### src/uhr_pkg.sv
/*
 * Shared constants and types for the host controller operational register bank:
 * register offsets, reset values, function numbers and the state carriers.
 * Assumes a single core clock domain and 32-bit word accesses with byte enables.
 */
package uhr_pkg;

	// function numbers on the configuration side
	localparam logic [1:0] FUNC_OHCI0 = 2'h0;
	localparam logic [1:0] FUNC_OHCI1 = 2'h1;
	localparam logic [1:0] FUNC_EHCI = 2'h2;

	// low bits of the window base register: 32-bit, non-prefetchable memory
	localparam logic [3:0] BAR_MEM_FLAGS = 4'h0;
	localparam int unsigned WIN_BITS_DEFAULT = 12;

	// full-speed function offsets
	localparam logic [11:0] OFS_OHCI_SPEC_REVISION = 12'h000;
	localparam logic [11:0] OFS_OHCI_OPERATING_MODE = 12'h004;
	localparam logic [11:0] OFS_OHCI_COMMAND_STATE = 12'h008;
	localparam logic [11:0] OFS_OHCI_EVENT_FLAGS = 12'h00c;
	localparam logic [11:0] OFS_OHCI_EVENT_MASK_SET = 12'h010;
	localparam logic [11:0] OFS_OHCI_EVENT_MASK_CLEAR = 12'h014;
	localparam logic [11:0] OFS_OHCI_COMM_AREA_POINTER = 12'h018;
	localparam logic [11:0] OFS_OHCI_PERIODIC_CURRENT_DESC = 12'h01c;
	localparam logic [11:0] OFS_OHCI_CONTROL_LIST_HEAD = 12'h020;
	localparam logic [11:0] OFS_OHCI_CONTROL_LIST_CURRENT = 12'h024;
	localparam logic [11:0] OFS_OHCI_BULK_LIST_HEAD = 12'h028;
	localparam logic [11:0] OFS_OHCI_BULK_LIST_CURRENT = 12'h02c;
	localparam logic [11:0] OFS_OHCI_DONE_QUEUE_HEAD = 12'h030;
	localparam logic [11:0] OFS_OHCI_FRAME_INTERVAL = 12'h034;
	localparam logic [11:0] OFS_OHCI_FRAME_REMAINING = 12'h038;
	localparam logic [11:0] OFS_OHCI_FRAME_COUNT = 12'h03c;
	localparam logic [11:0] OFS_OHCI_PERIODIC_START_POINT = 12'h040;
	localparam logic [11:0] OFS_OHCI_LOW_SPEED_THRESHOLD = 12'h044;
	localparam logic [11:0] OFS_OHCI_ROOT_HUB_DESC_A = 12'h048;
	localparam logic [11:0] OFS_OHCI_ROOT_HUB_DESC_B = 12'h04c;
	localparam logic [11:0] OFS_OHCI_ROOT_HUB_STATE = 12'h050;
	localparam logic [11:0] OFS_OHCI_ROOT_PORT1_STATE = 12'h054;
	localparam logic [11:0] OFS_OHCI_ROOT_PORT2_STATE = 12'h058;

	// high-speed function offsets
	localparam logic [11:0] OFS_EHCI_CAP_LENGTH_VERSION = 12'h000;
	localparam logic [11:0] OFS_EHCI_STRUCTURAL_PARAMS = 12'h004;
	localparam logic [11:0] OFS_EHCI_CAPABILITY_PARAMS = 12'h008;
	localparam logic [11:0] OFS_EHCI_COMPANION_ROUTE_LOW = 12'h00c;
	localparam logic [11:0] OFS_EHCI_COMPANION_ROUTE_HIGH = 12'h010;
	localparam logic [11:0] OFS_EHCI_RUN_COMMAND = 12'h020;
	localparam logic [11:0] OFS_EHCI_RUN_STATE = 12'h024;
	localparam logic [11:0] OFS_EHCI_EVENT_MASK = 12'h028;
	localparam logic [11:0] OFS_EHCI_MICROFRAME_INDEX = 12'h02c;
	localparam logic [11:0] OFS_EHCI_PERIODIC_LIST_BASE = 12'h034;
	localparam logic [11:0] OFS_EHCI_ASYNC_LIST_ADDRESS = 12'h038;
	localparam logic [11:0] OFS_EHCI_CONFIGURED_FLAG = 12'h060;
	localparam logic [11:0] OFS_EHCI_PORT1_CONTROL = 12'h064;
	localparam logic [11:0] OFS_EHCI_PORT2_CONTROL = 12'h068;

	// reset values
	localparam logic [31:0] RST_OHCI_SPEC_REVISION = 32'h0000_0010;
	localparam logic [31:0] RST_OHCI_FRAME_INTERVAL = 32'h0000_2edf;
	localparam logic [31:0] RST_OHCI_LOW_SPEED_THRESHOLD = 32'h0000_0628;
	localparam logic [31:0] RST_OHCI_ROOT_HUB_DESC_A = 32'hff00_0901;
	localparam logic [31:0] RST_OHCI_ROOT_HUB_DESC_B = 32'h0002_0000;
	localparam logic [31:0] RST_EHCI_CAP_LENGTH_VERSION = 32'h0100_0020;
	localparam logic [31:0] RST_EHCI_STRUCTURAL_PARAMS = 32'h0000_2192;
	localparam logic [31:0] RST_EHCI_CAPABILITY_PARAMS = 32'h0000_0012;
	localparam logic [31:0] RST_EHCI_COMPANION_ROUTE_LOW = 32'h0000_0010;
	localparam logic [31:0] RST_EHCI_COMPANION_ROUTE_HIGH = 32'h0000_0000;
	localparam logic [31:0] RST_EHCI_RUN_COMMAND = 32'h0008_0000;
	localparam logic [31:0] RST_EHCI_RUN_STATE = 32'h0000_1000;

	// field positions
	localparam int unsigned EHCI_RUN_BIT = 0;
	localparam int unsigned EHCI_HALTED_BIT = 12;
	localparam logic [31:0] EHCI_STATE_W1C_MASK = 32'h0000_003f;
	localparam logic [31:0] OHCI_EVENT_W1C_MASK = 32'h0000_007f;

	typedef struct packed {
		logic [31:0] mode;
		logic [31:0] cmd;
		logic [31:0] evt;
		logic [31:0] mask;
		logic [31:0] hcca;
		logic [31:0] ctl_head;
		logic [31:0] ctl_cur;
		logic [31:0] blk_head;
		logic [31:0] blk_cur;
		logic [31:0] fm_intv;
		logic [31:0] per_start;
		logic [31:0] ls_thr;
		logic [31:0] rh_a;
		logic [31:0] rh_b;
		logic [31:0] rh_st;
		logic [31:0] port1;
	} uhr_ohci_type;

	typedef struct packed {
		logic [31:0] cmd;
		logic [31:0] sts;
		logic [31:0] intr;
		logic [31:0] ehci_microframe_index;
		logic [31:0] plist;
		logic [31:0] alist;
		logic [31:0] cfgflag;
		logic [31:0] ehci_port1_control;
		logic [31:0] ehci_port2_control;
	} uhr_ehci_type;

	typedef struct packed {
		uhr_ohci_type [1:0] ohci;
		uhr_ehci_type ehci;
		logic [2:0][31:0] bar;
		logic [31:0] rdata;
		logic ack;
		logic run;
		logic cfg;
	} uhr_state_type;

endpackage
### src/uhr_operational_regs.sv
/*
 * Operational register bank of the three host controller functions: two
 * full-speed functions with one root port each and one high-speed function.
 * Holds the window base registers, address decode, reset values and the
 * read-only capability group.
 * Assumes an upstream bus target that turns memory and configuration cycles
 * into one-cycle strobes on the core clock, and list engines on the same clock
 * that pulse event inputs.
 * Limitations: list engines, frame timers and root-hub signalling live
 * elsewhere; the words they own read back zero or what software last wrote.
 * Window bases all reset to zero, so the three windows overlap until
 * configuration moves them apart; the lowest function answers meanwhile.
 * Memory cycles outside every window get no answer at all, so the upstream
 * target must time them out and abort the cycle itself.
 */
// What this block does
// - each function's registers are plain uncached memory-mapped words
// - window base register's fixed low bits report the window size
// - registers answer at programmed base plus fixed offset
// - full-speed functions carry operational registers only, no capability group
// - high-speed function has read-only capability group then operational group
// - revision register read-only, bits 31:8 zero, low byte resets 0x10
// - frame interval register resets to 0x00002edf in both full-speed functions
// - low-speed threshold resets to 0x00000628 in both full-speed functions
// - second root-hub descriptor resets to 0x00020000 in both full-speed functions
// - full-speed functions have only one root port register; offset 0x58 unimplemented
// - revision low byte is interface version in BCD, 0x10 means 1.0
`timescale 1ns/10ps

module uhr_operational_regs
	import uhr_pkg::*;
#(
	parameter int unsigned WIN_BITS = WIN_BITS_DEFAULT
) (
	input wire logic CORE_CLK,
	input wire logic NRST,
	input wire logic [31:0] BUS_ADDR,
	input wire logic BUS_WR,
	input wire logic BUS_RD,
	input wire logic [3:0] BUS_BE,
	input wire logic [31:0] BUS_WDATA,
	input wire logic [1:0] CFG_FUNC,
	input wire logic CFG_WR,
	input wire logic CFG_RD,
	input wire logic [6:0] OHCI0_EVENT,
	input wire logic [6:0] OHCI1_EVENT,
	input wire logic [5:0] EHCI_EVENT,
	output logic [31:0] BUS_RDATA,
	output logic BUS_ACK,
	output logic EHCI_RUN,
	output logic EHCI_CONFIGURED
);

	// window must hold every offset and stay word aligned
	// below 12 bits the twelve-bit offset would reach into the base bits,
	// above 31 the base register would have no writable bit left
	initial begin
		if (WIN_BITS < 12 || WIN_BITS > 31) begin
			$error("WIN_BITS must lie between 12 and 31");
		end
	end

	// upper bits writable, lower bits read zero to report size
	// software writes all ones and reads back this mask to learn the size,
	// so the mask must never be widened by a stray write
	localparam logic [31:0] BAR_MASK = ~((32'h1 << WIN_BITS) - 32'h1);

	uhr_state_type st_reg;
	uhr_state_type st_next;

	// byte-lane merge of a write into a stored word
	// every writable word goes through here, so partial writes behave
	// the same on all three functions; lanes not enabled keep old bytes
	function automatic logic [31:0] be_merge(input logic [31:0] old, input logic [31:0] wd, input logic [3:0] be);
		logic [31:0] res;
		res = old;
		for (int i = 0; i < 4; i++) begin
			if (be[i]) begin
				res[i*8 +: 8] = wd[i*8 +: 8];
			end
		end
		return res;
	endfunction

	// bits of the write data that its byte enables cover
	function automatic logic [31:0] be_bits(input logic [31:0] wd, input logic [3:0] be);
		return be_merge(32'h0, wd, be);
	endfunction

	// full-speed read mux; capability offsets do not exist here
	// words owned by the list engines and frame timers read zero here,
	// since those engines sit outside this bank
	function automatic logic [31:0] ohci_read(input uhr_ohci_type o, input logic [11:0] off);
		logic [31:0] r;
		r = 32'h0;
		unique case (off)
			OFS_OHCI_SPEC_REVISION: r = RST_OHCI_SPEC_REVISION;
			// control and status group
			OFS_OHCI_OPERATING_MODE: r = o.mode;
			OFS_OHCI_COMMAND_STATE: r = o.cmd;
			OFS_OHCI_EVENT_FLAGS: r = o.evt;
			OFS_OHCI_EVENT_MASK_SET: r = o.mask;
			OFS_OHCI_EVENT_MASK_CLEAR: r = o.mask;
			// memory pointer group
			OFS_OHCI_COMM_AREA_POINTER: r = o.hcca;
			OFS_OHCI_PERIODIC_CURRENT_DESC: r = 32'h0;
			OFS_OHCI_CONTROL_LIST_HEAD: r = o.ctl_head;
			OFS_OHCI_CONTROL_LIST_CURRENT: r = o.ctl_cur;
			OFS_OHCI_BULK_LIST_HEAD: r = o.blk_head;
			OFS_OHCI_BULK_LIST_CURRENT: r = o.blk_cur;
			OFS_OHCI_DONE_QUEUE_HEAD: r = 32'h0;
			// frame counter group; remaining and count belong to the frame timer
			OFS_OHCI_FRAME_INTERVAL: r = o.fm_intv;
			OFS_OHCI_FRAME_REMAINING: r = 32'h0;
			OFS_OHCI_FRAME_COUNT: r = 32'h0;
			OFS_OHCI_PERIODIC_START_POINT: r = o.per_start;
			OFS_OHCI_LOW_SPEED_THRESHOLD: r = o.ls_thr;
			// root hub group, one port only
			OFS_OHCI_ROOT_HUB_DESC_A: r = o.rh_a;
			OFS_OHCI_ROOT_HUB_DESC_B: r = o.rh_b;
			OFS_OHCI_ROOT_HUB_STATE: r = o.rh_st;
			OFS_OHCI_ROOT_PORT1_STATE: r = o.port1;
			OFS_OHCI_ROOT_PORT2_STATE: r = 32'h0;
			default: r = 32'h0;
		endcase
		return r;
	endfunction

	// high-speed read mux: fixed capability words, then operational words
	// capability words come from constants, so no write can ever reach them
	function automatic logic [31:0] ehci_read(input uhr_ehci_type e, input logic [11:0] off);
		logic [31:0] r;
		r = 32'h0;
		unique case (off)
			OFS_EHCI_CAP_LENGTH_VERSION: r = RST_EHCI_CAP_LENGTH_VERSION;
			OFS_EHCI_STRUCTURAL_PARAMS: r = RST_EHCI_STRUCTURAL_PARAMS;
			OFS_EHCI_CAPABILITY_PARAMS: r = RST_EHCI_CAPABILITY_PARAMS;
			OFS_EHCI_COMPANION_ROUTE_LOW: r = RST_EHCI_COMPANION_ROUTE_LOW;
			OFS_EHCI_COMPANION_ROUTE_HIGH: r = RST_EHCI_COMPANION_ROUTE_HIGH;
			// operational group
			OFS_EHCI_RUN_COMMAND: r = e.cmd;
			OFS_EHCI_RUN_STATE: r = e.sts;
			OFS_EHCI_EVENT_MASK: r = e.intr;
			OFS_EHCI_MICROFRAME_INDEX: r = e.ehci_microframe_index;
			OFS_EHCI_PERIODIC_LIST_BASE: r = e.plist;
			OFS_EHCI_ASYNC_LIST_ADDRESS: r = e.alist;
			OFS_EHCI_CONFIGURED_FLAG: r = e.cfgflag;
			OFS_EHCI_PORT1_CONTROL: r = e.ehci_port1_control;
			OFS_EHCI_PORT2_CONTROL: r = e.ehci_port2_control;
			default: r = 32'h0;
		endcase
		return r;
	endfunction

	// full-speed write: read-only words and reserved offsets drop the write
	// mixed-access words are kept as plain storage; their per-bit actions
	// belong to the engines that use them
	function automatic uhr_ohci_type ohci_write(input uhr_ohci_type o, input logic [11:0] off,
		input logic [31:0] wd, input logic [3:0] be);
		uhr_ohci_type n;
		n = o;
		unique case (off)
			OFS_OHCI_OPERATING_MODE: n.mode = be_merge(o.mode, wd, be);
			OFS_OHCI_COMMAND_STATE: n.cmd = be_merge(o.cmd, wd, be);
			// flags clear on written ones; the mask has separate set and clear words
			OFS_OHCI_EVENT_FLAGS: n.evt = o.evt & ~(be_bits(wd, be) & OHCI_EVENT_W1C_MASK);
			OFS_OHCI_EVENT_MASK_SET: n.mask = o.mask | be_bits(wd, be);
			OFS_OHCI_EVENT_MASK_CLEAR: n.mask = o.mask & ~be_bits(wd, be);
			// pointers and thresholds are plain storage
			OFS_OHCI_COMM_AREA_POINTER: n.hcca = be_merge(o.hcca, wd, be);
			OFS_OHCI_CONTROL_LIST_HEAD: n.ctl_head = be_merge(o.ctl_head, wd, be);
			OFS_OHCI_CONTROL_LIST_CURRENT: n.ctl_cur = be_merge(o.ctl_cur, wd, be);
			OFS_OHCI_BULK_LIST_HEAD: n.blk_head = be_merge(o.blk_head, wd, be);
			OFS_OHCI_BULK_LIST_CURRENT: n.blk_cur = be_merge(o.blk_cur, wd, be);
			OFS_OHCI_FRAME_INTERVAL: n.fm_intv = be_merge(o.fm_intv, wd, be);
			OFS_OHCI_PERIODIC_START_POINT: n.per_start = be_merge(o.per_start, wd, be);
			OFS_OHCI_LOW_SPEED_THRESHOLD: n.ls_thr = be_merge(o.ls_thr, wd, be);
			OFS_OHCI_ROOT_HUB_DESC_A: n.rh_a = be_merge(o.rh_a, wd, be);
			OFS_OHCI_ROOT_HUB_DESC_B: n.rh_b = be_merge(o.rh_b, wd, be);
			OFS_OHCI_ROOT_HUB_STATE: n.rh_st = be_merge(o.rh_st, wd, be);
			OFS_OHCI_ROOT_PORT1_STATE: n.port1 = be_merge(o.port1, wd, be);
			default: n = o;
		endcase
		return n;
	endfunction

	// high-speed write: capability group never changes
	// status low bits clear on written ones; halted is rebuilt every cycle
	function automatic uhr_ehci_type ehci_write(input uhr_ehci_type e, input logic [11:0] off,
		input logic [31:0] wd, input logic [3:0] be);
		uhr_ehci_type n;
		n = e;
		unique case (off)
			OFS_EHCI_RUN_COMMAND: n.cmd = be_merge(e.cmd, wd, be);
			OFS_EHCI_RUN_STATE: n.sts = e.sts & ~(be_bits(wd, be) & EHCI_STATE_W1C_MASK);
			OFS_EHCI_EVENT_MASK: n.intr = be_merge(e.intr, wd, be);
			OFS_EHCI_MICROFRAME_INDEX: n.ehci_microframe_index = be_merge(e.ehci_microframe_index, wd, be);
			OFS_EHCI_PERIODIC_LIST_BASE: n.plist = be_merge(e.plist, wd, be);
			OFS_EHCI_ASYNC_LIST_ADDRESS: n.alist = be_merge(e.alist, wd, be);
			OFS_EHCI_CONFIGURED_FLAG: n.cfgflag = be_merge(e.cfgflag, wd, be);
			OFS_EHCI_PORT1_CONTROL: n.ehci_port1_control = be_merge(e.ehci_port1_control, wd, be);
			OFS_EHCI_PORT2_CONTROL: n.ehci_port2_control = be_merge(e.ehci_port2_control, wd, be);
			default: n = e;
		endcase
		return n;
	endfunction

	// reset image of one full-speed function
	// only constants here, so the asynchronous reset branch stays clean;
	// words not named below reset to zero
	function automatic uhr_ohci_type ohci_reset();
		uhr_ohci_type o;
		o = '0;
		o.fm_intv = RST_OHCI_FRAME_INTERVAL;
		o.ls_thr = RST_OHCI_LOW_SPEED_THRESHOLD;
		o.rh_a = RST_OHCI_ROOT_HUB_DESC_A;
		o.rh_b = RST_OHCI_ROOT_HUB_DESC_B;
		return o;
	endfunction

	// decode results, one hit bit per function window
	logic [2:0] hit;
	logic [1:0] sel;
	logic any_hit;
	logic [11:0] off;
	logic in_regs;
	// read word and event inputs gathered for indexing
	logic [31:0] rd_word;
	logic [6:0] ohci_evt [2];

	// window decode; lowest function wins while bases still overlap at zero
	// the offset is taken from the low twelve address bits only; larger
	// windows mark everything past the first 4 KB as reserved space,
	// which then answers with zero and swallows writes
	always_comb begin
		for (int f = 0; f < 3; f++) begin
			hit[f] = ((BUS_ADDR & BAR_MASK) == st_reg.bar[f]);
		end
		any_hit = |hit;
		sel = hit[0] ? FUNC_OHCI0 : (hit[1] ? FUNC_OHCI1 : FUNC_EHCI);
		off = BUS_ADDR[11:0];
		// offsets past the register block but inside the window are reserved
		in_regs = ((BUS_ADDR & ~BAR_MASK & 32'hffff_f000) == 32'h0);
	end

	// read data of the addressed word, zero for reserved space
	// computed every cycle; only latched when a read is taken
	always_comb begin
		ohci_evt[0] = OHCI0_EVENT;
		ohci_evt[1] = OHCI1_EVENT;
		rd_word = 32'h0;
		if (in_regs) begin
			if (sel == FUNC_EHCI) begin
				rd_word = ehci_read(st_reg.ehci, off);
			end else begin
				rd_word = ohci_read(st_reg.ohci[sel[0]], off);
			end
		end
	end

	// next state: bus writes, config writes, then hardware events on top
	// memory cycles that hit a window win over config cycles in the same clock; the config
	// cycle is then dropped unanswered, so the upstream target must retry.
	// a read wins over a write when both strobes are high
	always_comb begin
		st_next = st_reg;
		st_next.ack = 1'b0;
		st_next.rdata = 32'h0;
		// plain word accesses, no side effect on reads, so uncached use is safe
		if ((BUS_WR || BUS_RD) && any_hit) begin
			st_next.ack = 1'b1;
			if (BUS_RD) begin
				st_next.rdata = rd_word;
			end else if (in_regs) begin
				if (sel == FUNC_EHCI) begin
					st_next.ehci = ehci_write(st_reg.ehci, off, BUS_WDATA, BUS_BE);
				end else begin
					st_next.ohci[sel[0]] = ohci_write(st_reg.ohci[sel[0]], off, BUS_WDATA, BUS_BE);
				end
			end
		end else if ((CFG_WR || CFG_RD) && CFG_FUNC <= FUNC_EHCI) begin
			st_next.ack = 1'b1;
			if (CFG_RD) begin
				st_next.rdata = st_reg.bar[CFG_FUNC];
			end else begin
				// size bits and flag bits stay zero whatever is written
				st_next.bar[CFG_FUNC] = be_merge(st_reg.bar[CFG_FUNC], BUS_WDATA, BUS_BE) & BAR_MASK;
			end
		end
		// set wins over a clear in the same cycle
		for (int f = 0; f < 2; f++) begin
			st_next.ohci[f].evt = st_next.ohci[f].evt | {25'h0, ohci_evt[f]};
		end
		st_next.ehci.sts = st_next.ehci.sts | {26'h0, EHCI_EVENT};
		// halted tracks the run bit with one cycle of lag
		st_next.ehci.sts[EHCI_HALTED_BIT] = ~st_reg.ehci.cmd[EHCI_RUN_BIT];
		st_next.run = st_next.ehci.cmd[EHCI_RUN_BIT];
		st_next.cfg = st_next.ehci.cfgflag[0];
	end

	// single state register with constant reset image
	// window bases return to zero here, so software must configure again
	// after every reset before the windows separate
	always_ff @(posedge CORE_CLK or negedge NRST) begin
		if (!NRST) begin
			st_reg <= '0;
			st_reg.ohci[0] <= ohci_reset();
			st_reg.ohci[1] <= ohci_reset();
			st_reg.ehci.cmd <= RST_EHCI_RUN_COMMAND;
			st_reg.ehci.sts <= RST_EHCI_RUN_STATE;
			st_reg.bar <= {3{BAR_MASK & 32'h0 | {28'h0, BAR_MEM_FLAGS}}};
		end else begin
			st_reg <= st_next;
		end
	end

	// every output is a field of the state register, no logic after it;
	// read data is zero outside an answer so the upstream mux can or-combine
	assign BUS_RDATA = st_reg.rdata;
	assign BUS_ACK = st_reg.ack;
	assign EHCI_RUN = st_reg.run;
	assign EHCI_CONFIGURED = st_reg.cfg;

endmodule // uhr_operational_regs

### config.mk
export PLATFORM = sky130hd
export DESIGN_NAME = uhr_operational_regs
export DESIGN_NICKNAME = d
export VERILOG_FILES = /design/src/uhr_pkg.sv /design/src/uhr_operational_regs.sv
export SDC_FILE = /design/constraint.sdc
export NUM_CORES = 2
export LEC_CHECK = 0
export ABC_CLOCK_PERIOD_IN_PS = 3500
export BUFFER_PORTS_ARGS = -buffer_cell sky130_fd_sc_hd__buf_2
export CORE_ASPECT_RATIO = 0.9
export CORE_UTILIZATION = 40
export DETAILED_ROUTE_END_ITERATION = 10
export PLACE_DENSITY_LB_ADDON = 0.25
export RECOVER_POWER = 50
export SETUP_SLACK_MARGIN = 0.02
export SYNTH_ARGS = -nofsm -noshare
export SYNTH_HDL_FRONTEND = slang
export SYNTH_SLANG_ARGS = --single-unit
### constraint.sdc
create_clock -name CORE_CLK -period 3.5 [get_ports CORE_CLK]
set_input_delay 0.525 -clock CORE_CLK [delete_from_list [all_inputs] [get_ports CORE_CLK]]
set_output_delay 0.525 -clock CORE_CLK [all_outputs]
set_load 0.05 [all_outputs]
; ---- Yosys cells after proc, flatten, opt, wreduce, memory -nomap -nowiden
; Cells that the tools add are included.
[word_totals]
ff_bits = 1441
in_bits = 96
out_inout_bits = 35
elab_cells = 400
[op_classes]
magnitude_cmp = 5
n_eq_ne = 25
mux = 240
bitwise_logic = 15
reduce_logical = 43
[op_table]
columns = operator, count
row1 = $mux 1248, 2
row2 = $mux 32, 77
row3 = $mux 512, 3
row4 = $mux 8, 136
row5 = $bwmux 1024, 1
row6 = $mux 960, 1
row7 = $pmux 32 s17, 1
row8 = $demux 512 s1, 1
row9 = $pmux 32 s13, 1
row10 = $mux 288, 1
row11 = $reduce_and 5->1, 32
row12 = $eq 12x7->1 const B, 9
row13 = $and 32x32->32, 3
row14 = $bwmux 96, 1
row15 = $eq 32x32->1, 3
row16 = $eq 12x6->1 const B, 6
row17 = $mux 33, 2
row18 = $bmux 32 s2, 1
row19 = $demux 32 s2, 1
row20 = $or 32x7->32, 2
row21 = $pmux 32 s2, 1
row22 = $eq 12x5->1 const B, 3
row23 = $not 32->32, 1
row24 = $not 6->32, 1
row25 = other kinds (21), 38

; ---- Logic depth before layout (Yosys ltp)
[depth]
depth_word = 18
mapped_depth = 15
depth_no_buf = 9

; ---- Worst setup path after synthesis
; OpenSTA, ideal clock, no wires.
[synth_path]
path_type = in2reg
from = input port BUS_ADDR[9]
to = register st_reg[1307] (netlist bit)
arrival_time_ps = 2855
setup_slack_ps = 520
stages = 8
n_path_buf = 3
path_cell_list = or4_1 > or3_1 > buf_2 > or3_1 > buf_2 > buf_4 > nor2_4 > mux2_2
[synth_via]
elab_chain_len = 6
[synth_lines]
columns = element, line
row1 = "start, declared", uhr_operational_regs.sv:37  ; input wire logic [31:0] BUS_ADDR,
row2 = $eq 12x5->1, uhr_operational_regs.sv:162  ; unique case (off)
row3 = $mux 32, uhr_operational_regs.sv:162
row4 = $mux 32, uhr_operational_regs.sv:275  ; if (sel == FUNC_EHCI) begin
row5 = $mux 32, uhr_operational_regs.sv:272  ; if (BUS_RD) begin
row6 = $mux 32, uhr_operational_regs.sv:270  ; if ((BUS_WR || BUS_RD) && any_hit) begin
row7 = $bwmux 1024, uhr_operational_regs.sv:278  ; st_next.ohci[sel[0]] = ohci_write(st_reg.ohci[sel[0]], off, BUS_WDATA, BUS_BE);
row8 = "end signal, assigned", uhr_operational_regs.sv:313  ; st_reg <= st_next;
row9 = "end, declared", uhr_operational_regs.sv:68  ; uhr_state_type st_reg;
; Every way passes these cells. The select of a mux whose other input is x is not followed.
; A chain may end at the register's enable or synchronous reset.

==> impl_summary.log <==
[metrics] placed instance area: between 0.07 and 0.08 mm²
[metrics] Core Region: 0.1600 mm²
[metrics] worst clock skew on the final layout: approximately 0.028 ns
[metrics] Reg-to-Reg Start: st_reg[79]
[metrics] post-DR wirelength/cell: ~27 µm
[metrics] first-pass GRT wire length: about 320 mm
[metrics] start point of the worst min-delay path: BUS_WDATA[17]
[metrics] iteration count of the initial detailed-routing pass: 5
[metrics] count of pins over their slew limit: 57
[metrics] total design power: 34.32 mW
[metrics] share of the clock period used by the worst path: 98.09%
[metrics] power per unit of standard cell area: 437.7 mW/mm²
[metrics] CP Launch Type: flop
[metrics] number of enable-type register cells in the synthesized netlist: 0
[metrics] slew of the pin with the lowest slew margin: around 2.3 ns
[metrics] fraction of synthesis flops using an asynchronous set or reset pin: 100.0%
[metrics] peak clock frequency supported by timing: 0.2913 GHz
[metrics] maximum level of the CTS H-tree: 4
[metrics] TritonCTS clock tree: done
[metrics] die width: between 400 and 500 µm
[metrics] GRT Resource Usage Total: 26.51%
[metrics] post-synth top area cell: sky130_fd_sc_hd__dfrtp_1
[metrics] DRC violation total after the first TritonRoute iteration: 4201
[metrics] Clock Tree Buf Depth: 3
[metrics] number of max-cap violations: 1
[metrics] shortest period the worst path allows: ~3.4 ns
[metrics] total setup violations reported at the end of the flow: 0
[metrics] critical path data arrival time: 4.16 ns
[metrics] number of instances in the synthesized netlist: about 5300
[metrics] leading cell type in the layout, fill and taps excluded: sky130_fd_sc_hd__dfrtp_1
[metrics] Die Footprint: 0.1633 mm²
[metrics] crit path launch: st_reg[79]
[metrics] number of top-level design ports: 131
[metrics] share of the yosys chip area belonging to registers: 53.52%
[metrics] Post-Synthesis Cell Area: 0.06466 mm²
[metrics] post-CTS clock slew at the launch and capture registers of the worst setup and hold paths: 0.06 ns
[metrics] number of clock sinks: 1380
[metrics] top cells by area in the synthesized netlist: sky130_fd_sc_hd__dfrtp_1 (51%), sky130_fd_sc_hd__mux2_2 (23%), sky130_fd_sc_hd__a21oi_1 (2.5%)
[metrics] run status: finished with violations
[metrics] Vias: 46740
[metrics] Synth Flop Type: sky130_fd_sc_hd__dfrtp_1
[metrics] synthesized flop and latch total: 1380
[metrics] commonest cells after routing, fill and taps aside: sky130_fd_sc_hd__dfrtp_1 (1324), sky130_fd_sc_hd__mux2_2 (1293), sky130_fd_sc_hd__buf_4 (464), sky130_fd_sc_hd__a21oi_1 (329), sky130_fd_sc_hd__o21ai_0 (301)
[metrics] flip-flop count of the largest register, all copies and words added: 1347
[metrics] Non-Filler Cell Area, Final: 0.07841 mm²
[metrics] number of global-route vias before repair: 47530
[metrics] maximum number of pins on one net before global-route repair: 137
[metrics] peak supply drop: 404.1 µV
[metrics] share of the synthesized area in the top cell type: 51.24%
[metrics] net count after synthesis: between 5000 and 6000
[metrics] clk_lat worst skew: around 0.80 ns
[metrics] height of the die: 383.4 µm
[metrics] static power due to leakage: 34.86 nW
[metrics] violated checks: capacitance limit, slew limit
[metrics] proportion of layout cells with a drive suffix above 1: a little over two fifths
[metrics] Hold/Removal Path Class: primary input to flop
[metrics] worst path required time: 4.22 ns
[metrics] sum of routed wire length over all layers: ~220 mm
[metrics] Synth-to-Final Area Change: 21.26%
[metrics] count of buffers from port buffering: 130
[metrics] Detail Route Antenna Nets: 0
[metrics] Final Net Count: 5895
[metrics] Syn Area/Cell: roughly 12 µm²
[metrics] Crit Path Category: flop to flop
[metrics] kind of capture point of the worst setup path: flop
[metrics] unrepaired setup endpoints after global routing: yes
[metrics] Yosys cell types: between 60 and 70
[metrics] total DRC errors in the routed layout: 0
[metrics] cell at the root of the clock tree: sky130_fd_sc_hd__clkbuf_16
[metrics] Synthesis Warnings: 0
[metrics] largest fanout of any net on the critical path: 42
[metrics] initial antenna violation count: 15
[metrics] TritonCTS buffer count: 144
[metrics] Starting Density: roughly 40%
[metrics] count of standard-cell rows: 139
[metrics] count of endpoints failing hold in the final timing report: 0
[metrics] number of vias per cell after detailed routing: just under 6
[metrics] last weighted congestion value of the routability-driven placer: approximately 0.9
[metrics] post-DP HPWL: 148.5 mm
[metrics] remaining global-route overflow: 0
[metrics] relative slew slack: -55.73%
-- cells by family (layout without fill, tap and decap cells) --
family,Yosys count,count (layout),synth area share (%)
flops,1380,1380,53.52
other cells,0,6,0
simple gates,923,923,7.644
xor+xnor,60,60,0.8127
buf+inv,524,1092,3.458
mux,1457,1457,25.06
compound gates,1001,1001,9.511
-- report_power, final --
group	total (mW)	switching, mW	internal, mW
combinational	1.77	1.21	0.556
sequential	16.4	0.257	16.2
clock	16.1	6.62	9.49
total	34.3	8.09	26.2
-- layout make-up --
cell class                      instances  area (µm²)
Fill cell                           14210       81600
Antenna cell                            6       15.01
Sequential cell                      1380       34600
Multi-Input combinational cell       3441       28230
Inverter                               21       78.83
Timing Repair Buffer                  811        7914
Clock inverter                         44       596.8
Tap cell                             2115        2646
Clock buffer                          216        4320
-- per-layer routing --
metal / wire (µm) / part of all wire, % / track usage, % / vias to the layer above
met5: 13 / 0.0060 / 0 / -
met1: 97670 / 45 / 37.61 / 24570
met2: 100100 / 46 / 41.13 / 1455
li1: - / - / - / 20380
met3: 11940 / 5.5 / 3.907 / 330
met4: 6927 / 3.2 / 9.638 / 2
-- synth_stat cells (all sizes together), types with 56 or more instances --
master	n
dfrtp	1324
mux2	1293
nor2	168
dfstp	56
nand3	285
mux2i	164
a2111oi	78
o21ai	301
clkbuf	379
nand2	287
buf	124
a21oi	329
-- final timing paths --
kind                       slack, ns       endpoint  depth (start not counted)
hold / removal                  0.19    st_reg[692]                          2
setup reg to reg                0.07  BUS_RDATA[31]                         11
setup / recovery                0.07  BUS_RDATA[31]                         11
max in group asynchronous       0.41   BUS_RDATA[5]                          4
min in group asynchronous       0.98    st_reg[891]                          2
hold reg to reg                 0.37    st_reg[857]                          0
-- metrics by stage --
step           hold WS [ns]  setup TNS (ns)  setup WS (ns)  util, %  cells
2_1_floorplan        0.2294               0         0.5200        -   5345
3_3_place_gp         0.3588          -41.06        -0.7676    45.69   7741
3_5_place_dp         0.3594          -34.05        -0.6946    45.69   7741
4_1_cts              0.1663               0        0.01311    48.99   8028
5_1_grt              0.1865               0        0.01428    49.00   8032
6_report             0.1944               0        0.06671    49.00   8034
-- critical path, stage by stage (launching register included) --
cell and delay (ns):
sky130_fd_sc_hd__dfrtp_1 0.42, sky130_fd_sc_hd__xnor2_2 0.19, sky130_fd_sc_hd__nand4_1 0.16, sky130_fd_sc_hd__nor3_2 0.20
sky130_fd_sc_hd__buf_4 0.15, sky130_fd_sc_hd__and3_4 0.24, sky130_fd_sc_hd__buf_4 0.56, sky130_fd_sc_hd__nor2_4 0.25
sky130_fd_sc_hd__buf_4 0.28, sky130_fd_sc_hd__buf_12 0.17, sky130_fd_sc_hd__a31oi_1 0.48, sky130_fd_sc_hd__o2bb2ai_1 0.17
-- what timing repair did --
action                                 4_1_cts  5_1_grt
endpoints found under the hold margin       59        0
setup endpoints to repair                   28      124
gates resized for setup                     36       41
pin swaps                                    3        5
hold buffers                                23        0
setup buffers                                4        0
Note: power is estimated with default switching activity, not from simulation.
